### src/pmbw_pkg.sv
// Purpose: shared constants and types of the narrowing burst-write path
// Assumes: one PCI-side clock, synchronous active-high reset
// Notes: status and termination codes are local encodings
package pmbw_pkg;
   localparam int DATA_W = 32;
   localparam int BE_W = 4;
   localparam int HALF_W = DATA_W + BE_W;
   localparam int WORD_W = 2 * DATA_W;
   localparam int WORD_BE_W = 2 * BE_W;
   localparam int CNT_W_DEF = 8;
   localparam int FIFO_DEPTH_DEF = 4;
   localparam int PHASE_LAST = 1;
   localparam int HALVES_PRELOADED = 2;
   localparam int HALF_STEP = 1;
   localparam logic [3:0] CODE_IDLE = 4'h0;
   localparam logic [3:0] CODE_BUS_TRANS = 4'h2;
   localparam logic [3:0] CODE_BUS_TERM = 4'h3;
   localparam logic [2:0] TERM_NONE = 3'h0;
   localparam logic [2:0] TERM_NORMAL = 3'h1;
   typedef enum logic [1:0] {
      ST_IDLE = 2'h0,
      ST_DECIDE = 2'h1,
      ST_DATA = 2'h2,
      ST_TURN = 2'h3
   } pmbw_state_t;
endpackage

### src/pmbw_half_if.sv
// Purpose: half-word stream between the core and its buffer
// Assumes: both ends on the same clock
// Notes: room2 lets the producer commit a strobe one cycle ahead of its push
interface pmbw_half_if #(parameter int W = 36);
   logic [W-1:0] wdata;
   logic wvalid;
   logic wready;
   logic room2;
   logic [W-1:0] rdata;
   logic rvalid;
   logic rready;
   modport src (output wdata, output wvalid, output rready, input wready, input room2, input rdata, input rvalid);
   modport buffer (input wdata, input wvalid, input rready, output wready, output room2, output rdata, output rvalid);
endinterface

### src/pmbw_core.sv
// Purpose: write data path of a bus master finishing a burst that the target
//          accepted at 32 bits, fed by 64-bit local words
// Assumes: address phase and width request were done before start_i
// Notes: the local word presented with start_i is taken in that cycle
//
// Summary of operation
// RL1: irdy is asserted the cycle after devsel and local ready were both seen low.
// RL2: a data phase completes in any cycle with irdy and trdy both low.
// RL3: the remaining phase count drops by one the cycle after each completed phase.
// RL4: after an accepted word the next half goes onto ad[31:0] with its enables on the low command lines.
// RL5: after trdy the low-half strobe is asserted with the high-half strobe off.
// RL6: the following transfer asserts the high-half strobe with the low one off and takes the upper bits.
// RL7: the local master holds data and enables while neither strobe was asserted the cycle before.
// RL8: both strobes stay off until the first data phase completes.
// RL9: frame stays asserted through the burst and is released only on the final phase.
// RL10: on the last phase frame, wide request and both strobes are off while irdy stays on.
// RL11: in turnaround frame, wide request, ad and command lines are released and irdy deasserted.
// RL12: in turnaround the count is zero and the status reports bus termination, normal if completed.
// RL13: the target deasserts devsel and trdy in the turnaround cycle.
// RL14: in the idle cycle after turnaround irdy and both parity outputs are released.
// RL15: without the wide acknowledge the wide flag is dropped and the count rescaled to 32-bit phases.
// RL16: the local master asserts ready only when it can supply write data.
// RL17: low and high strobes keep alternating for each further local word until the count runs out.
module pmbw_core import pmbw_pkg::*; #(
   parameter int CNT_W = CNT_W_DEF,
   parameter int FIFO_DEPTH = FIFO_DEPTH_DEF
) (
   input wire logic core_clk_i,
   input wire logic reset_i,
   input wire logic start_i,
   input wire logic [CNT_W-1:0] burst_length_i,
   input wire logic local_ready_n_i,
   input wire logic [WORD_W-1:0] local_data_i,
   input wire logic [WORD_BE_W-1:0] local_byte_enables_i,
   input wire logic devsel_n_i,
   input wire logic trdy_n_i,
   input wire logic ack64_n_i,
   output logic [DATA_W-1:0] ad_o,
   output logic ad_oe_o,
   output logic [BE_W-1:0] bus_cmd_be_n_o,
   output logic bus_cmd_be_oe_o,
   output logic frame_n_o,
   output logic frame_oe_o,
   output logic req64_n_o,
   output logic req64_oe_o,
   output logic irdy_n_o,
   output logic irdy_oe_o,
   output logic par_o,
   output logic par_oe_o,
   output logic par64_o,
   output logic par64_oe_o,
   output logic local_low_half_taken_n_o,
   output logic local_high_half_taken_n_o,
   output logic wide_transfer_flag_n_o,
   output logic [CNT_W-1:0] remaining_phase_count_o,
   output logic [3:0] initiator_state_code_o,
   output logic [2:0] termination_reason_o
);
   localparam logic [CNT_W-1:0] CNT_LAST = CNT_W'(PHASE_LAST);
   localparam logic [CNT_W-1:0] CNT_PRE = CNT_W'(HALVES_PRELOADED);
   localparam logic [CNT_W-1:0] CNT_STEP = CNT_W'(HALF_STEP);

   pmbw_half_if #(.W(HALF_W)) half ();

   pmbw_state_t state, next_state;
   logic [DATA_W-1:0] next_ad;
   logic [BE_W-1:0] next_be;
   logic next_ad_oe, next_frame_n, next_frame_oe, next_req64_n, next_req64_oe;
   logic next_irdy_n, next_irdy_oe, next_low_n, next_high_n, next_wide_n;
   logic [CNT_W-1:0] next_count, feed_left, next_feed_left;
   logic [3:0] next_code;
   logic [2:0] next_term;
   logic first_done, next_first_done, half_high, next_half_high;
   logic completed, push_now, fifo_pop, load_ok;

   // a phase completes whenever both ready lines are low
   assign completed = (state == ST_DATA) && !irdy_n_o && !trdy_n_i; // RL2
   // strobes are registered: the half is consumed in the cycle they show
   assign push_now = !local_low_half_taken_n_o || !local_high_half_taken_n_o;

   always_comb begin
      half.wvalid = 1'b0;
      half.wdata = {local_byte_enables_i[WORD_BE_W-1:BE_W], local_data_i[WORD_W-1:DATA_W]};
      if (state == ST_IDLE && start_i) begin
         half.wvalid = 1'b1;
      end else if (!local_low_half_taken_n_o) begin
         half.wvalid = 1'b1; // RL5
         half.wdata = {local_byte_enables_i[BE_W-1:0], local_data_i[DATA_W-1:0]};
      end else if (!local_high_half_taken_n_o) begin
         half.wvalid = 1'b1; // RL6
      end
      half.rready = fifo_pop;
   end

   pmbw_fifo #(.W(HALF_W), .DEPTH(FIFO_DEPTH)) i_pmbw_fifo (
      .core_clk_i(core_clk_i),
      .reset_i(reset_i),
      .q(half)
   );

   pmbw_parity #(.W(HALF_W)) i_pmbw_parity (
      .core_clk_i(core_clk_i),
      .reset_i(reset_i),
      .data_i({bus_cmd_be_n_o, ad_o}),
      .drive_i(ad_oe_o),
      .par_o(par_o),
      .par_oe_o(par_oe_o)
   );

   always_comb begin
      next_state = state;
      next_ad = ad_o;
      next_be = bus_cmd_be_n_o;
      next_ad_oe = ad_oe_o;
      next_frame_n = frame_n_o;
      next_frame_oe = frame_oe_o;
      next_req64_n = req64_n_o;
      next_req64_oe = req64_oe_o;
      next_irdy_n = irdy_n_o;
      next_irdy_oe = irdy_oe_o;
      next_low_n = 1'b1;
      next_high_n = 1'b1;
      next_wide_n = wide_transfer_flag_n_o;
      next_count = remaining_phase_count_o;
      next_code = initiator_state_code_o;
      next_term = termination_reason_o;
      next_feed_left = feed_left;
      next_first_done = first_done;
      next_half_high = half_high;
      fifo_pop = 1'b0;
      load_ok = half.rvalid;
      case (state)
         ST_IDLE: begin
            if (start_i) begin
               next_ad = local_data_i[DATA_W-1:0];
               next_be = local_byte_enables_i[BE_W-1:0];
               next_ad_oe = 1'b1;
               next_frame_n = 1'b0;
               next_frame_oe = 1'b1;
               next_req64_n = 1'b0;
               next_req64_oe = 1'b1;
               next_irdy_n = 1'b1;
               next_irdy_oe = 1'b1;
               next_wide_n = 1'b0;
               next_count = burst_length_i;
               next_feed_left = {burst_length_i[CNT_W-2:0], 1'b0} - CNT_PRE;
               next_first_done = 1'b0;
               next_half_high = 1'b0;
               next_code = CODE_BUS_TRANS;
               next_term = TERM_NONE;
               next_state = ST_DECIDE;
            end
         end
         ST_DECIDE: begin
            if (!devsel_n_i && !local_ready_n_i) begin
               next_irdy_n = 1'b0; // RL1
               // the data path is 32 bits wide whatever the answer
               next_count = {remaining_phase_count_o[CNT_W-2:0], 1'b0}; // RL15
               next_wide_n = ack64_n_i; // RL15
               next_state = ST_DATA;
            end
         end
         ST_DATA: begin
            if (completed) begin
               next_first_done = 1'b1;
               next_count = remaining_phase_count_o - CNT_STEP; // RL3
               if (remaining_phase_count_o == CNT_LAST) begin
                  next_frame_oe = 1'b0; // RL11
                  next_req64_oe = 1'b0; // RL11
                  next_ad_oe = 1'b0; // RL11
                  next_irdy_n = 1'b1; // RL11
                  next_code = CODE_BUS_TERM; // RL12
                  next_term = TERM_NORMAL; // RL12
                  next_state = ST_TURN;
               end else if (load_ok) begin
                  next_ad = half.rdata[DATA_W-1:0]; // RL4
                  next_be = half.rdata[HALF_W-1:DATA_W]; // RL4
                  fifo_pop = 1'b1;
                  next_irdy_n = 1'b0;
               end else begin
                  // buffer ran dry: insert a wait state rather than send stale data
                  next_irdy_n = 1'b1;
               end
            end else if (irdy_n_o && load_ok) begin
               next_ad = half.rdata[DATA_W-1:0]; // RL4
               next_be = half.rdata[HALF_W-1:DATA_W];
               fifo_pop = 1'b1;
               next_irdy_n = 1'b0;
            end
            // frame may only drop while irdy is asserted, so a refill wait on the last phase keeps it
            if (next_state == ST_DATA && next_count == CNT_LAST && !next_irdy_n) begin
               next_frame_n = 1'b1; // RL9 RL10
               next_req64_n = 1'b1; // RL10
            end
            // strobe only after the first phase; a strobe is committed only with room for its push
            if ((first_done || completed) && feed_left != '0 && !local_ready_n_i // RL8
                && next_state == ST_DATA && next_count != CNT_LAST // RL10
                && (push_now ? half.room2 : half.wready)) begin
               if (half_high) begin
                  next_high_n = 1'b0; // RL6
               end else begin
                  next_low_n = 1'b0; // RL5
               end
               next_half_high = !half_high; // RL17
               next_feed_left = feed_left - CNT_STEP;
            end
         end
         ST_TURN: begin
            next_irdy_oe = 1'b0; // RL14
            next_code = CODE_IDLE;
            next_state = ST_IDLE;
         end
         default: begin
            next_state = ST_IDLE;
         end
      endcase
   end

   always_ff @(posedge core_clk_i) begin
      if (reset_i) begin
         state <= ST_IDLE;
         ad_o <= '0;
         bus_cmd_be_n_o <= '1;
         ad_oe_o <= 1'b0;
         bus_cmd_be_oe_o <= 1'b0;
         frame_n_o <= 1'b1;
         frame_oe_o <= 1'b0;
         req64_n_o <= 1'b1;
         req64_oe_o <= 1'b0;
         irdy_n_o <= 1'b1;
         irdy_oe_o <= 1'b0;
         par64_o <= 1'b0;
         par64_oe_o <= 1'b0;
         local_low_half_taken_n_o <= 1'b1;
         local_high_half_taken_n_o <= 1'b1;
         wide_transfer_flag_n_o <= 1'b1;
         remaining_phase_count_o <= '0;
         initiator_state_code_o <= CODE_IDLE;
         termination_reason_o <= TERM_NONE;
         feed_left <= '0;
         first_done <= 1'b0;
         half_high <= 1'b0;
      end else begin
         state <= next_state;
         ad_o <= next_ad;
         bus_cmd_be_n_o <= next_be;
         ad_oe_o <= next_ad_oe;
         bus_cmd_be_oe_o <= next_ad_oe; // RL11
         frame_n_o <= next_frame_n;
         frame_oe_o <= next_frame_oe;
         req64_n_o <= next_req64_n;
         req64_oe_o <= next_req64_oe;
         irdy_n_o <= next_irdy_n;
         irdy_oe_o <= next_irdy_oe;
         // upper lanes are never driven here, so their parity is constant
         par64_o <= 1'b0;
         par64_oe_o <= req64_oe_o; // RL14
         local_low_half_taken_n_o <= next_low_n;
         local_high_half_taken_n_o <= next_high_n;
         wide_transfer_flag_n_o <= next_wide_n;
         remaining_phase_count_o <= next_count;
         initiator_state_code_o <= next_code;
         termination_reason_o <= next_term;
         feed_left <= next_feed_left;
         first_done <= next_first_done;
         half_high <= next_half_high;
      end
   end
endmodule // pmbw_core

### src/pmbw_fifo.sv
// Purpose: small first-in first-out buffer for half words
// Assumes: DEPTH is a power of two, at least 2
// Notes: full and empty come from an explicit level count
module pmbw_fifo #(
   parameter int W = 36,
   parameter int DEPTH = 4
) (
   input wire logic core_clk_i,
   input wire logic reset_i,
   pmbw_half_if.buffer q
);
   localparam int AW = $clog2(DEPTH);
   localparam int LW = $clog2(DEPTH + 1);
   localparam logic [LW-1:0] FULL_LEVEL = LW'(DEPTH);
   localparam logic [LW-1:0] ROOM2_LEVEL = LW'(DEPTH - 2);
   logic [W-1:0] mem [DEPTH];
   logic [AW-1:0] wr_ptr, next_wr_ptr, rd_ptr, next_rd_ptr;
   logic [LW-1:0] level, next_level;
   logic push, pop;

   assign q.wready = (level != FULL_LEVEL);
   assign q.room2 = (level <= ROOM2_LEVEL);
   assign q.rvalid = (level != '0);
   assign q.rdata = mem[rd_ptr];

   always_comb begin
      push = q.wvalid && q.wready;
      pop = q.rready && q.rvalid;
      next_wr_ptr = push ? wr_ptr + AW'(1) : wr_ptr;
      next_rd_ptr = pop ? rd_ptr + AW'(1) : rd_ptr;
      next_level = level;
      if (push && !pop) begin
         next_level = level + LW'(1);
      end else if (pop && !push) begin
         next_level = level - LW'(1);
      end
   end

   always_ff @(posedge core_clk_i) begin
      if (reset_i) begin
         wr_ptr <= '0;
         rd_ptr <= '0;
         level <= '0;
      end else begin
         wr_ptr <= next_wr_ptr;
         rd_ptr <= next_rd_ptr;
         level <= next_level;
      end
      if (push) begin
         mem[wr_ptr] <= q.wdata;
      end
   end
endmodule // pmbw_fifo

### src/pmbw_parity.sv
// Purpose: even parity over driven lines, one clock behind them
// Assumes: data and drive_i come from flip-flops of the same clock
// Notes: the enable lags the lines so parity is released a cycle later
module pmbw_parity #(
   parameter int W = 36
) (
   input wire logic core_clk_i,
   input wire logic reset_i,
   input wire logic [W-1:0] data_i,
   input wire logic drive_i,
   output logic par_o,
   output logic par_oe_o
);
   logic next_par;

   always_comb begin
      next_par = ^data_i;
   end

   always_ff @(posedge core_clk_i) begin
      if (reset_i) begin
         par_o <= 1'b0;
         par_oe_o <= 1'b0;
      end else begin
         par_o <= next_par;
         par_oe_o <= drive_i;
      end
   end
endmodule // pmbw_parity

### config.mk
export PLATFORM = sky130hd
export DESIGN_NAME = pmbw_core
export DESIGN_NICKNAME = d
export VERILOG_FILES = /design/src/pmbw_pkg.sv /design/src/pmbw_half_if.sv /design/src/pmbw_core.sv /design/src/pmbw_fifo.sv /design/src/pmbw_parity.sv
export SDC_FILE = /design/constraint.sdc
export NUM_CORES = 1
export LEC_CHECK = 0
export BUFFER_PORTS_ARGS = -buffer_cell sky130_fd_sc_hd__buf_2
export CORE_MARGIN = 2
export CORE_UTILIZATION = 50
export DETAILED_ROUTE_END_ITERATION = 16
export PLACE_DENSITY_LB_ADDON = 0.3
export SYNTH_ARGS = -nofsm -noshare
export SYNTH_HDL_FRONTEND = slang
export SYNTH_HIERARCHICAL = 1
export SYNTH_SLANG_ARGS = --single-unit
### constraint.sdc
create_clock -name core_clk_i -period 3.4 [get_ports core_clk_i]
set_input_delay 0.34 -clock core_clk_i [delete_from_list [all_inputs] [get_ports core_clk_i]]
set_output_delay 0.34 -clock core_clk_i [all_outputs]
set_load 0.005 [all_outputs]
# ---- Yosys cells after proc, flatten, opt, wreduce, memory -nomap -nowiden
# Memory sizes are Yosys's and may differ from the RTL's. A register that Yosys moved wholly into a read port is not among the register bits.
# Index checks and enable logic that the tools add are counted.
dict set report totals {
  n_memories 1
  regBits 79
  in_bits 87
  word_cells 172
  mem_bits_rw 144
  output_inout_bits 66
}
dict set report op_classes {
  addsub 7
  bitwise 2
  n_reduce_logical 49
  n_lt_le_gt_ge 1
  mux 74
  n_eq_ne 17
}
# name words width read_ports rd_ports_with_merged_regs write_ports line
set memory_table {}
lappend memory_table {i_pmbw_fifo.mem 4 36 1 1 1 pmbw_fifo.sv:16} ;# logic [W-1:0] mem [DEPTH];
# operator n
set ops {}
lappend ops {{2-to-1 mux 32 bit} 5}
lappend ops {{2-to-1 mux 36 bit} 2}
lappend ops {{one-hot mux 32 bit (2 select lines)} 1}
lappend ops {{2-to-1 mux 8 bit} 6}
lappend ops {{XOR reduction 36 bit} 1}
lappend ops {{2-to-1 mux 4 bit} 8}
lappend ops {{2-to-1 mux 1 bit} 27}
lappend ops {{one-hot mux 8 bit (3 select lines)} 1}
lappend ops {{equality test 8 x 1 -> 1 bit (second input constant)} 2}
lappend ops {{logical AND 1 bit} 16}
lappend ops {{one-hot mux 8 bit (2 select lines)} 1}
lappend ops {{subtractor 8 x 1 -> 8 bit (second input constant)} 2}
lappend ops {{2-to-1 mux 3 bit} 5}
lappend ops {{AND reduction 3 bit} 5}
lappend ops {{2-to-1 mux 2 bit} 7}
lappend ops {{one-hot mux 1 bit (2 select lines)} 6}
lappend ops {{one-hot mux 4 bit (3 select lines)} 1}
lappend ops {{logical NOT 1 bit} 10}
lappend ops {{inequality test 3 bit (second input constant)} 3}
lappend ops {{nonzero test 3 bit} 3}
lappend ops {{inequality test 8 x 1 -> 1 bit (second input constant)} 1}
lappend ops {{one-hot mux 2 bit (4 select lines)} 1}
lappend ops {{one-hot mux 4 bit (2 select lines)} 1}
lappend ops {{AND reduction 4 bit} 2}
lappend ops {{20 further kinds} 33}

# ---- Depth between registers and ports, before layout
# Gate-level depths: netlist of the first run.
dict set report depth {
  ltp_word 11
  mapped_depth 14
  ltp_nobuf 13
}

# ---- Modules after synthesis
# Netlist of the first run, hierarchy kept.
# mod n_inst cells_per_inst area_per_inst_um2 seq_area_each_um2
set by_module_without_submodules {}
lappend by_module_without_submodules {pmbw_fifo 1 238 5716.7 4504.3}
lappend by_module_without_submodules {pmbw_core 1 498 4229.1 1341.3}
lappend by_module_without_submodules {pmbw_parity 1 38 379.1 40.0}

# ---- Worst setup path before layout of the first run
# Ideal clock, no wire load.
dict set report synth_timing {
  kind {flip-flop to flip-flop}
  start {reg state[0]}
  end {reg i_pmbw_fifo.level[2]}
  period_less_slack_ns 2.915
  setup_time_ns 0.070
  path_slack_ns 0.485
  path_stages_with_launch 15
  arrival_ns 2.844
  path_buffers 1
  cell_sequence {dfxtp_1 > inv_1 > ha_1 > buf_2 > nor4b_4 > nand4b_1 > nand2_1 > nor2_1 > o31ai_2 > ha_1 > inv_1 > fa_1 > xor2_1 > or3_1 > a21oi_1}
}
dict set report synth_via {
  elab_chain_len 9
  elab_cells_between_ends 16
  cone_classes {eq/ne (1); mux (4); reduce/logical (11)}
}
# item line
set synth_lines {}
lappend synth_lines {{start: declaration} pmbw_core.sv:65} ;# pmbw_state_t state, next_state;
lappend synth_lines {{start signal: assignment} pmbw_core.sv:244} ;# state <= next_state;
lappend synth_lines {{equality test 2 bit (*)} {pmbw_core.sv:77, pmbw_core.sv:132}}
lappend synth_lines {{logical AND 1 bit (2 in series)} pmbw_core.sv:77} ;# assign completed = (state == ST_DATA) && !irdy_n_o && !trdy_n_i;
lappend synth_lines {{2-to-1 mux 1 bit} pmbw_core.sv:164} ;# if (completed) begin
lappend synth_lines {{2-to-1 mux 1 bit (*)} pmbw_core.sv:132} ;# case (state)
lappend synth_lines {{via fifo_pop} pmbw_core.sv:74} ;# logic completed, push_now, fifo_pop, load_ok;
lappend synth_lines {{logical AND 1 bit (*)} pmbw_fifo.sv:28} ;# pop = q.rready && q.rvalid;
lappend synth_lines {{logical NOT 1 bit} pmbw_fifo.sv:32} ;# if (push && !pop) begin
lappend synth_lines {{logical AND 1 bit} pmbw_fifo.sv:32}
lappend synth_lines {{2-to-1 mux 3 bit or nonzero test 2 bit (tied branches)} -}
lappend synth_lines {{end signal: assignment} pmbw_fifo.sv:47} ;# level <= next_level;
lappend synth_lines {{end: declaration} pmbw_fifo.sv:18} ;# logic [LW-1:0] level, next_level;
# Mark *: on every way through the listed nets, which the timed path passes. The rest lies on a longest branch.
# A chain may end at the register's enable or synchronous reset.

# ---- Worst setup path after layout of the first run
# Ends and elaborated chain as after synthesis.

==> results of run 1 <==
[final cells by class]
cell class                      count  area, um^2  share of cell area
Clock buffer                       28       614.3             0.05063
Timing Repair Buffer              164       900.9             0.07425
Clock inverter                     13       187.7             0.01547
Sequential cell                   222        5888              0.4853
Multi-Input combinational cell    489        4140              0.3412
Tap cell                          270       337.8             0.02784
Inverter                           17       63.81            0.005259
[cell families (layout without fill, tap and decap cells)]
family,Yosys count,count (layout),synth area share
DFF,222,222,0.5700
and+or+nand+nor,176,176,0.08434
AOI/OAI and AO/OA,131,131,0.08883
muxes,117,117,0.1620
buffers and inverters,67,222,0.03393
xor gates and xnor gates,43,43,0.03914
adders and majority gates,17,17,0.02133
other,1,5,0.0003632
[metrics by stage]
stage / hold WS (ns) / util
after floorplan: 0.3877 / -
after global placement: 0.4091 / 0.5600
after detailed placement: 0.4203 / 0.5600
after CTS: 0.1788 / 0.5996
after global routing: 0.1958 / 0.5996
final: 0.1869 / 0.5996
[layout by cell type (no fill, tap or decap), types with 15 or more instances in the layout]
master / Yosys / routed
mux2i_1: 43 / 43
inv_1: 17 / 17
mux2_2: 36 / 36
edfxtp_1: 144 / 144
nor2_1: 79 / 79
o21ai_0: 20 / 20
nand2_1: 25 / 25
buf_2: 5 / 147
clkbuf_16: 0 / 23
a21oi_1: 31 / 30
mux4_2: 36 / 36
a211oi_1: 37 / 37
xnor2_1: 30 / 30
dfxtp_1: 78 / 76
ha_1: 16 / 15
[per-layer routing]
metal	routed length, um	track usage	up-vias
met3	1162	0.03086	39
met4	456	0.05000	0
met1	10400	0.2986	3350
li1	-	-	3200
met2	10980	0.3433	197
met5	0	0	-
[state kept, by name, summed over array words and instances (netlist names), 2 cells and up, named ones only]
register                 count
i_pmbw_fifo/mem            144
ad_o                        32
feed_left                    8
remaining_phase_count_o      8
bus_cmd_be_n_o               4
i_pmbw_fifo/level            3
i_pmbw_fifo/rd_ptr           2
i_pmbw_fifo/wr_ptr           2
initiator_state_code_o       2
state                        2
[Yosys cell counts (20+ instances only)]
master | instances | area, um^2
edfxtp_1 | 144 | 4324
mux2i_1 | 43 | 430.4
o21ai_0 | 20 | 100.1
a21oi_1 | 31 | 155.2
nand2_1 | 25 | 93.84
xnor2_1 | 30 | 262.8
mux4_2 | 36 | 810.8
nor2_1 | 79 | 296.5
dfxtp_1 | 78 | 1562
mux2_2 | 36 | 405.4
clkbuf_1 | 26 | 97.59
a211oi_1 | 37 | 277.8
[critical path: stages, from the launching register on]
cell	delay, ns
dfxtp_1	0.37
inv_1	0.18
ha_4	0.16
nor4b_4	0.37
nand4b_1	0.21
nand2_1	0.14
nor2_1	0.09
o31ai_2	0.09
ha_1	0.24
inv_1	0.06
fa_1	0.39
xor2_1	0.17
or3_1	0.31
a21oi_1	0.14
[power by group through the flow]
stage | clock (mW) | sequential (mW) | combinational (mW)
floorplan | 0 | 3.95 | 3.00
global placement | 0 | 4.05 | 4.13
detailed placement | 0 | 4.06 | 4.18
CTS | 2.69 | 4.02 | 4.21
global route | 2.82 | 4.09 | 4.55
finish | 2.65 | 4.02 | 4.19
[worst min-delay path by stage]
stage | from | endpoint | slack, ns
after detailed placement | half_high$_SDFFE_PP0P_ | local_high_half_taken_n_o$_SDFF_PP1_ | 0.42
final | local_data_i[16] | ad_o[16]$_SDFFE_PP0P_ | 0.19
after floorplan | half_high$_SDFFE_PP0P_ | local_high_half_taken_n_o$_SDFF_PP1_ | 0.39
after global routing | local_byte_enables_i[7] | i_pmbw_fifo/mem[0][35]$_DFFE_PP_ | 0.20
after global placement | half_high$_SDFFE_PP0P_ | local_high_half_taken_n_o$_SDFF_PP1_ | 0.41
after CTS | local_data_i[7] | ad_o[7]$_SDFFE_PP0P_ | 0.18
==> impl_metrics.py, run 1 <==
metrics = {
    "global_route": {
        "grt_pass1_vias": 6518,
        "antenna_found_initial": 0,
        "grt_use_total": 0.2097,
        "gr-total-overflow": 0,
        "grt_max_degree": 65,
        "grt_pass1_wl_mm": 36.24,
    },
    "pwr": {
        "netSwitchingFraction": 0.3373,
        "p_seq_frac": 0.370,
        "power_mw": 10.86,
        "cellPowerDensity_mw_per_mm2": 894.8,
        "clockPowerShare": 0.244,
        "peakVddDrop_mv": 0.6904,
        "p_leak_nw": 4.405,
        "combPwrFrac": 0.386,
        "p_int_mw": 7.195,
        "p_sw_mw": 3.662,
    },
    "sta": {
        "max-slew-margin-rel": 0.2066,
        "tns_ns": 0,
        "maxSlewViolCount": 0,
        "finalClockSkew_ns": 0.01018,
        "tightest_slew_ns": 1.180,
        "fmax_ghz": 0.3341,
        "layout_min_cycle_time_ns": 2.993,
        "final_hold_viol_count": 0,
        "rsz0062_at_grt": "no",
        "setup_viol": 0,
        "setup_ws_ns": 0.4072,
        "period_share": 0.8802,
    },
    "synthesis": {
        "ys_warn_count": 6,
        "ys.flop_type": "edfxtp_1",
        "postSynth.asyncResetShare": 0,
        "synth_edf_count": 144,
        "ys_seq_area_frac": 0.5700,
        "yosysUniqueCellTypes": 71,
        "syn_inst": 774,
        "synth_area_per_cell_um2": 13.34,
        "synth_seq_cells": 222,
        "netlist_area_mm2": 0.01032,
    },
    "drt": {
        "drcViolationCount": 0,
        "wl_mm": 23.00,
        "wl_per_cell_um": 19.12,
        "firstDrtPassIters": 4,
        "via_per_inst": 5.641,
        "antenna_left": 0,
        "num_vias": 6786,
        "first_iter_violations": 446,
    },
    "setup_path": {
        "arrival_ns": 3.42,
        "worstPathRequired_ns": 3.83,
        "crit_path_max_fanout": 8,
        "ff2ff_setup_slack_ns": 0.41,
        "cp-endpoint": "i_pmbw_fifo/level[2]$_SDFFE_PP0P_",
        "critPathLaunch": "state[0]$_SDFFE_PP0P_",
        "end_kind": "register",
        "path_class": "reg -> reg",
        "start_kind": "register",
        "r2r-end": "i_pmbw_fifo/level[2]$_SDFFE_PP0P_",
        "reg2reg_from": "state[0]$_SDFFE_PP0P_",
        "r2r_cells": 13,
    },
    "placement": {
        "dp_hpwl_mm": 15.36,
        "numPortBuffers": 147,
        "place_ws_ns": 0.4682,
        "dp.cells": 1162,
        "place_area_mm2": 0.01133,
        "place_congestion": 0.8482,
    },
    "hold_path": {
        "holdPathStages": 3,
        "hold_path_class": "in -> reg",
    },
    "floorplan": {
        "initial_utilization": 0.5103,
        "io_pins": 153,
        "die_y_um": 147.7,
        "die_w_um": 147.7,
        "dieArea_mm2": 0.02182,
        "rows": 52,
        "core_area_mm2": 0.02023,
    },
    "cells_and_area": {
        "diodes": 0,
        "fillCellCount": 1571,
        "area_growth_pct": 17.51,
        "design_area_mm2": 0.01213,
        "drive_gt1_frac": 0.3108,
        "nNetsFinal": 1021,
        "final_cell_count_no_fill": 1203,
    },
    "clock_tree": {
        "hold_buffers": 0,
        "numCtsBuffers": 23,
        "cts_num_sinks": 222,
        "cts_setup_buffers": 0,
        "cts.repair.resized": 0,
        "cts_tree": "done",
        "root_buffer": "clkbuf_16",
        "ctsLongestPathBuffers": 3,
        "cts_max_level": 1,
        "path_clk_slew_ns": 0.06,
        "insertion_delay_ns": 0.50,
    },
    "run_status": {
        "status": "completed",
    },
    "job": {
        "max_cap_violations": 0,
    },
}
Power figures use the tool's default switching activity.
==> run 2, diff against run 1 <==
--- a/config.mk
+++ b/config.mk
@@ -5,10 +5,12 @@
 export SDC_FILE = /design/constraint.sdc
 export NUM_CORES = 1
 export LEC_CHECK = 0
+export ABC_AREA = 1
 export BUFFER_PORTS_ARGS = -buffer_cell sky130_fd_sc_hd__buf_2
 export CORE_MARGIN = 2
 export CORE_UTILIZATION = 50
 export DETAILED_ROUTE_END_ITERATION = 16
+export MAX_ROUTING_LAYER = met4
 export PLACE_DENSITY_LB_ADDON = 0.3
 export SYNTH_ARGS = -nofsm -noshare
 export SYNTH_HDL_FRONTEND = slang
==> constraint.sdc (replaced) <==
create_clock -name core_clk_i -period 3.4 [get_ports core_clk_i]
set_input_delay 0.34 -clock core_clk_i [delete_from_list [all_inputs] [get_ports core_clk_i]]
set_output_delay 0.34 -clock core_clk_i [all_outputs]
set_load 0.02 [all_outputs]
==> run 2 against run 1 <==
Compared with the run above: clock power decreased by 2%; synthesized cell count rose by 55%; synthesized area rose by 5.8%; register-to-register slack improved by 0.12 ns; non-clock buffer count shrank 3; global-route usage is 2.2 points higher.
==> impl_metrics.py, run 2 <==
metrics = {
    "hold_path": {
        "min_from": "local_data_i[6]",
        "hold_path_class": "in -> reg",
    },
    "setup_path": {
        "r2r-end": "i_pmbw_fifo/level[2]$_SDFFE_PP0P_",
        "path_cells": "inv_1 -> ha_2 -> nand3_2 -> inv_1 -> nand4_2 -> o211ai_1 -> nor2_1 -> nand2_4 -> ha_1 -> inv_1 -> fa_1 -> inv_1 -> nand2_1 -> nand3_1 -> nand2_1 -> nand2_1 -> nor2_1",
        "reg2reg_from": "state[0]$_SDFFE_PP0P_",
        "crit_path_max_fanout": 16,
        "worstPathRequired_ns": 3.81,
        "path_class": "reg -> reg",
        "ff2ff_setup_slack_ns": 0.52,
        "slowest_stage": "ha_2",
        "slowest_delay_ns": 0.40,
        "start_kind": "register",
        "r2r_cells": 17,
        "arrival_ns": 3.29,
        "cp-endpoint": "i_pmbw_fifo/level[2]$_SDFFE_PP0P_",
        "path_common_cell": "inv_1",
        "critPathLaunch": "state[0]$_SDFFE_PP0P_",
        "end_kind": "register",
    },
    "synthesis": {
        "synthTopCellsByCount": "nand2_1 (292), edfxtp_1 (144), nor2_1 (133)",
        "syn_inst": 1203,
        "synth_seq_cells": 222,
        "synth_area_per_cell_um2": 9.081,
        "yosysTopAreaCellShare": 0.3958,
        "postSynth.asyncResetShare": 0,
        "ys_warn_count": 6,
        "netlist_area_mm2": 0.01092,
        "yosysMostFrequentCell": "nand2_1",
        "ys_seq_area_frac": 0.5388,
        "ys.flop_type": "edfxtp_1",
        "yosysTopAreaCell": "edfxtp_1",
        "ys_top_cells_by_area": "edfxtp_1 (40%), dfxtp_1 (14%), nand2_1 (10%), nor2_1 (4.6%), o21ai_1 (4.0%)",
        "yosysUniqueCellTypes": 48,
        "synth_edf_count": 144,
    },
    "global_route": {
        "gr-usage-met1": 0.2970,
        "gr-usage-met3": 0.03252,
        "grt_pass1_vias": 8239,
        "gr-total-overflow": 0,
        "grt_use_total": 0.2321,
        "top_usage_layer": "met2",
        "grt_use_met2": 0.3882,
        "grt_max_degree": 73,
        "antenna_found_initial": 0,
        "grt_pass1_wl_mm": 42.42,
    },
    "cells_and_area": {
        "drive_gt1_frac": 0.2046,
        "largest-register": "i_pmbw_fifo/mem",
        "largest_reg_flops": 144,
        "nNetsFinal": 1435,
        "mostFrequentLayoutCells": "nand2_1 (292), buf_2 (147), edfxtp_1 (144)",
        "area_growth_pct": 15.48,
        "diodes": 0,
        "utilization": 0.5835,
        "fillCellCount": 1851,
        "multi_input_area_mm2": 0.004285,
        "seq_area_mm2": 0.005887,
        "top_regs": "i_pmbw_fifo/mem x144, ad_o x32",
        "final_common_cell": "nand2_1",
    },
    "job": {
        "max_cap_violations": 0,
    },
    "pwr": {
        "peakVddDrop_mv": 0.7801,
        "combPwrFrac": 0.425,
        "power_mw": 11.56,
        "cellPowerDensity_mw_per_mm2": 916.6,
        "p_leak_nw": 5.373,
        "p_sw_mw": 4.878,
        "netSwitchingFraction": 0.4218,
        "clockPowerShare": 0.226,
        "p_int_mw": 6.686,
        "p_seq_frac": 0.349,
    },
    "sta": {
        "layout_min_cycle_time_ns": 2.876,
        "whs_ns": 0.09349,
        "maxSlewViolCount": 0,
        "finalClockSkew_ns": 0.01678,
        "max-slew-margin-rel": 0.2367,
        "tightest_slew_ns": 1.145,
        "setup_viol": 0,
        "fmax_ghz": 0.3477,
        "final_hold_viol_count": 0,
        "tns_ns": 0,
        "rsz0062_at_grt": "no",
        "period_share": 0.8458,
    },
    "floorplan": {
        "die_y_um": 151.8,
        "io_pins": 153,
        "dieArea_mm2": 0.02305,
        "initial_utilization": 0.5053,
        "core_area_mm2": 0.02162,
        "rows": 54,
        "die_w_um": 151.8,
    },
    "clock_tree": {
        "hold_buffers": 0,
        "cts_num_sinks": 222,
        "ctsLongestPathBuffers": 3,
        "path_clk_slew_ns": 0.06,
        "insertion_delay_ns": 0.52,
        "root_buffer": "clkbuf_16",
        "cts_setup_buffers": 0,
        "cts_tree": "done",
        "cts.repair.resized": 0,
        "numCtsBuffers": 24,
        "cts_max_level": 1,
    },
    "drt": {
        "first_iter_violations": 607,
        "wl_per_cell_um": 16.35,
        "wl_mm": 26.63,
        "antenna_left": 0,
        "num_vias": 8780,
        "via_per_inst": 5.390,
        "drcViolationCount": 0,
        "firstDrtPassIters": 5,
    },
    "run_status": {
        "status": "completed",
    },
    "placement": {
        "place_congestion": 0.8909,
        "dp_hpwl_mm": 17.17,
        "numPortBuffers": 147,
    },
}
[run 2: cells by family (layout without fill, tap and decap cells)]
kind of cell / Yosys count / in the layout / share of synthesized area
AND/OR/NAND/NOR: 487 / 487 / 0.1853
AO/OA/AOI/OAI: 257 / 257 / 0.1322
flip-flops: 222 / 222 / 0.5388
buffers and inverters: 167 / 309 / 0.07330
multiplexers: 33 / 33 / 0.03402
XOR/XNOR: 19 / 19 / 0.01592
adder cells (fa/ha/maj): 17 / 17 / 0.02016
other: 1 / 5 / 0.0003433
[run 2: layout make-up]
class / count / area share
Clock buffer: 29 / 0.05068
Clock inverter: 15 / 0.01299
Timing Repair Buffer: 161 / 0.07061
Multi-Input combinational cell: 818 / 0.3397
Tap cell: 280 / 0.02777
Inverter: 104 / 0.03164
Sequential cell: 222 / 0.4666
[run 2: worst max-delay path, delay by kind of cell (launching register included)]
kind,cells,cell delay [ns]
adder cells (fa/ha/maj),3,0.95
AND/OR/NAND/NOR,9,0.85
buffers and inverters,4,0.44
flip-flops,1,0.34
AO/OA/AOI/OAI,1,0.18
[run 2: metal layers]
layer | vias up | part of all wire
li1 | 4363 | -
met1 | 4080 | 0.43
met2 | 300 | 0.48
met3 | 37 | 0.064
met4 | 0 | 0.022
met5 | - | 0
[run 2: how the worst min path moves through the flow]
stage | endpoint | slack (ns) | cells after the start
final | ad_o[6]$_SDFFE_PP0P_ | 0.09 | 3
after global routing | ad_o[6]$_SDFFE_PP0P_ | 0.09 | 3
after CTS | ad_o[6]$_SDFFE_PP0P_ | 0.08 | 3
after detailed placement | local_high_half_taken_n_o$_SDFF_PP1_ | 0.40 | 1
after global placement | local_high_half_taken_n_o$_SDFF_PP1_ | 0.40 | 1
after floorplan | local_high_half_taken_n_o$_SDFF_PP1_ | 0.38 | 1
[run 2: stage by stage]
stage,setup WS [ns],instances,instance area (um^2)
6_report,0.5243,1629,12620
5_1_grt,0.2510,1629,12620
3_5_place_dp,0.5544,1585,11810
2_1_floorplan,0.5034,1207,10940
3_3_place_gp,0.6456,1585,11810
4_1_cts,0.5295,1629,12620
[run 2: power by group through the flow]
| stage | Sequential (mW) | Clock (mW) | Combinational (mW) |
|---|---|---|---|
| after CTS | 4.03 | 2.66 | 4.91 |
| after floorplan | 4.34 | 0 | 3.35 |
| after detailed placement | 4.08 | 0 | 4.89 |
| final | 4.03 | 2.61 | 4.92 |
| after global placement | 4.06 | 0 | 4.79 |
| after global routing | 4.11 | 2.76 | 5.52 |
==> run 3, diff against run 2 <==
--- a/config.mk
+++ b/config.mk
@@ -5,7 +5,7 @@
 export SDC_FILE = /design/constraint.sdc
 export NUM_CORES = 1
 export LEC_CHECK = 0
-export ABC_AREA = 1
+export ABC_AREA = 0
 export BUFFER_PORTS_ARGS = -buffer_cell sky130_fd_sc_hd__buf_2
 export CORE_MARGIN = 2
 export CORE_UTILIZATION = 50
==> constraint.sdc (replaced) <==
create_clock -name core_clk_i -period 2.9 [get_ports core_clk_i]
set_input_delay 0.29 -clock core_clk_i [delete_from_list [all_inputs] [get_ports core_clk_i]]
set_output_delay 0.29 -clock core_clk_i [all_outputs]
set_load 0.02 [all_outputs]
==> run 3 against run 2 <==
Compared with the run above: critical endpoint unchanged; largest cell class unchanged; clock skew is 0.0096 ns higher; final area shrank 3.6%; first-iteration DRC count is 30% lower; critical path type unchanged; sequential cell count is the same.
==> impl_metrics.py, run 3 (same netlist as run 1, synthesis figures left out) <==
metrics = {
    "placement": {
        "dp_hpwl_mm": 15.36,
        "place_congestion": 0.8853,
        "numPortBuffers": 147,
    },
    "sta": {
        "final_hold_viol_count": 0,
        "whs_ns": 0.1074,
        "tns_ns": 0,
        "tightest_slew_ns": 1.200,
        "finalClockSkew_ns": 0.02638,
        "fmax_ghz": 0.3731,
        "rsz0062_at_grt": "no",
        "period_share": 0.9241,
        "max-slew-margin-rel": 0.1934,
        "maxSlewViolCount": 0,
        "layout_min_cycle_time_ns": 2.680,
        "setup_viol": 0,
    },
    "setup_path": {
        "path_class": "reg -> reg",
        "crit_path_max_fanout": 9,
        "start_kind": "register",
        "arrival_ns": 3.12,
        "worstPathRequired_ns": 3.34,
        "end_kind": "register",
    },
    "cells_and_area": {
        "mostFrequentLayoutCells": "buf_2 (147), edfxtp_1 (144), nor2_1 (79)",
        "area_growth_pct": 17.81,
        "nNetsFinal": 1032,
        "diodes": 0,
        "largest_reg_flops": 144,
        "top_regs": "i_pmbw_fifo/mem x144, ad_o x32",
        "final_common_cell": "buf_2",
        "largest-register": "i_pmbw_fifo/mem",
        "drive_gt1_frac": 0.3214,
    },
    "pwr": {
        "peakVddDrop_mv": 0.7341,
        "p_leak_nw": 4.427,
        "cellPowerDensity_mw_per_mm2": 1059,
    },
    "job": {
        "max_cap_violations": 0,
    },
    "drt": {
        "drcViolationCount": 0,
        "first_iter_violations": 424,
        "antenna_left": 0,
        "wl_per_cell_um": 19.10,
        "firstDrtPassIters": 5,
        "num_vias": 6808,
        "wl_mm": 23.22,
        "via_per_inst": 5.599,
    },
    "global_route": {
        "grt_pass1_vias": 6763,
        "antenna_found_initial": 0,
        "grt_pass1_wl_mm": 36.92,
        "gr-total-overflow": 0,
        "grt_use_total": 0.2206,
        "grt_max_degree": 55,
    },
    "floorplan": {
        "die_y_um": 147.7,
        "core_area_mm2": 0.02023,
        "rows": 52,
        "initial_utilization": 0.5103,
        "io_pins": 153,
        "dieArea_mm2": 0.02182,
        "die_w_um": 147.7,
    },
    "clock_tree": {
        "root_buffer": "clkbuf_16",
        "cts_max_level": 1,
        "numCtsBuffers": 24,
        "path_clk_slew_ns": 0.06,
        "cts_num_sinks": 222,
        "cts_setup_buffers": 0,
        "insertion_delay_ns": 0.53,
        "ctsLongestPathBuffers": 3,
        "cts_tree": "done",
    },
    "run_status": {
        "status": "completed",
    },
    "hold_path": {
        "hold_path_class": "in -> reg",
    },
}
run 3: cell types whose count changed in the layout (fill, tap and decap cells not counted), moves of 23 or more:
cell,before,now
mux4_2,0,36
inv_1,87,17
o21ai_0,48,20
mux2i_1,0,43
a211oi_1,0,37
a31oi_1,37,4
nand2_1,292,25
o21ai_1,87,1
nand3_1,31,8
o22ai_1,40,3
nor2_1,129,79
run 3: layout make-up:
type                    instances  area [um^2]
fillers                      1601         8070
flip-flops and latches        222         5889
multi-input cells             489         4143
repair buffers                174        975.9
clock buffers                  33        664.4
well taps                     270        337.8
clock inverters                11        90.09
inverters                      17        63.81
run 3: path summary, 6_finish.rpt:
kind / from / end / slack [ns] / depth (start not counted)
max: state[0]$_SDFFE_PP0P_ / i_pmbw_fifo/level[2]$_SDFFE_PP0P_ / 0.22 / 13
min: local_data_i[24] / ad_o[24]$_SDFFE_PP0P_ / 0.11 / 3
max reg2reg: state[0]$_SDFFE_PP0P_ / i_pmbw_fifo/level[2]$_SDFFE_PP0P_ / 0.22 / 13
min reg2reg: half_high$_SDFFE_PP0P_ / local_high_half_taken_n_o$_SDFF_PP1_ / 0.45 / 1
run 3: stage by stage:
stage	power, mW	cells	utilization	setup slack [ns]	cell area (um^2)
floorplan	8.522	778	-	0.01144	10340
global placement	10.05	1172	0.5638	0.2826	11410
detailed placement	10.10	1172	0.5638	0.2114	11410
CTS	12.99	1216	0.6011	0.1837	12160
global route	13.63	1216	0.6012	0.03683	12160
finish	12.88	1216	0.6012	0.2201	12160
run 3: routing by layer:
layer  vias up  global-route usage  part of all wire  routed length [um]
met5         -                   -                 0                   0
met4         0             0.04952             0.020                 467
met3        37             0.03488             0.057                1334
met2       219              0.3635              0.49               11350
met1      3326              0.2915              0.43               10070
li1       3226                   -                 -                   -
run 3: power by group:
| group | switching [mW] | internal [mW] | leakage, nW |
|---|---|---|---|
| Combinational | 2.94 | 2.41 | 2.11 |
| Sequential | 0.499 | 4.17 | 1.96 |
| Clock | 1.24 | 1.62 | 0.364 |
run 3: critical path, cell delays in order, from the launching register on:
cell and delay (ns):
dfxtp_1 0.31, inv_1 0.13, ha_4 0.21, nor4b_4 0.22, nand4b_1 0.16, nand2_1 0.14, nor2_1 0.08, o31ai_2 0.09
ha_2 0.24, inv_1 0.05, fa_1 0.37, xor2_1 0.15, or3_1 0.30, a21oi_1 0.16
run 3: timing repair:
item	in CTS	in global routing
endpoints found under the setup margin	0	1
resized for setup	0	1
hold buffers	0	0
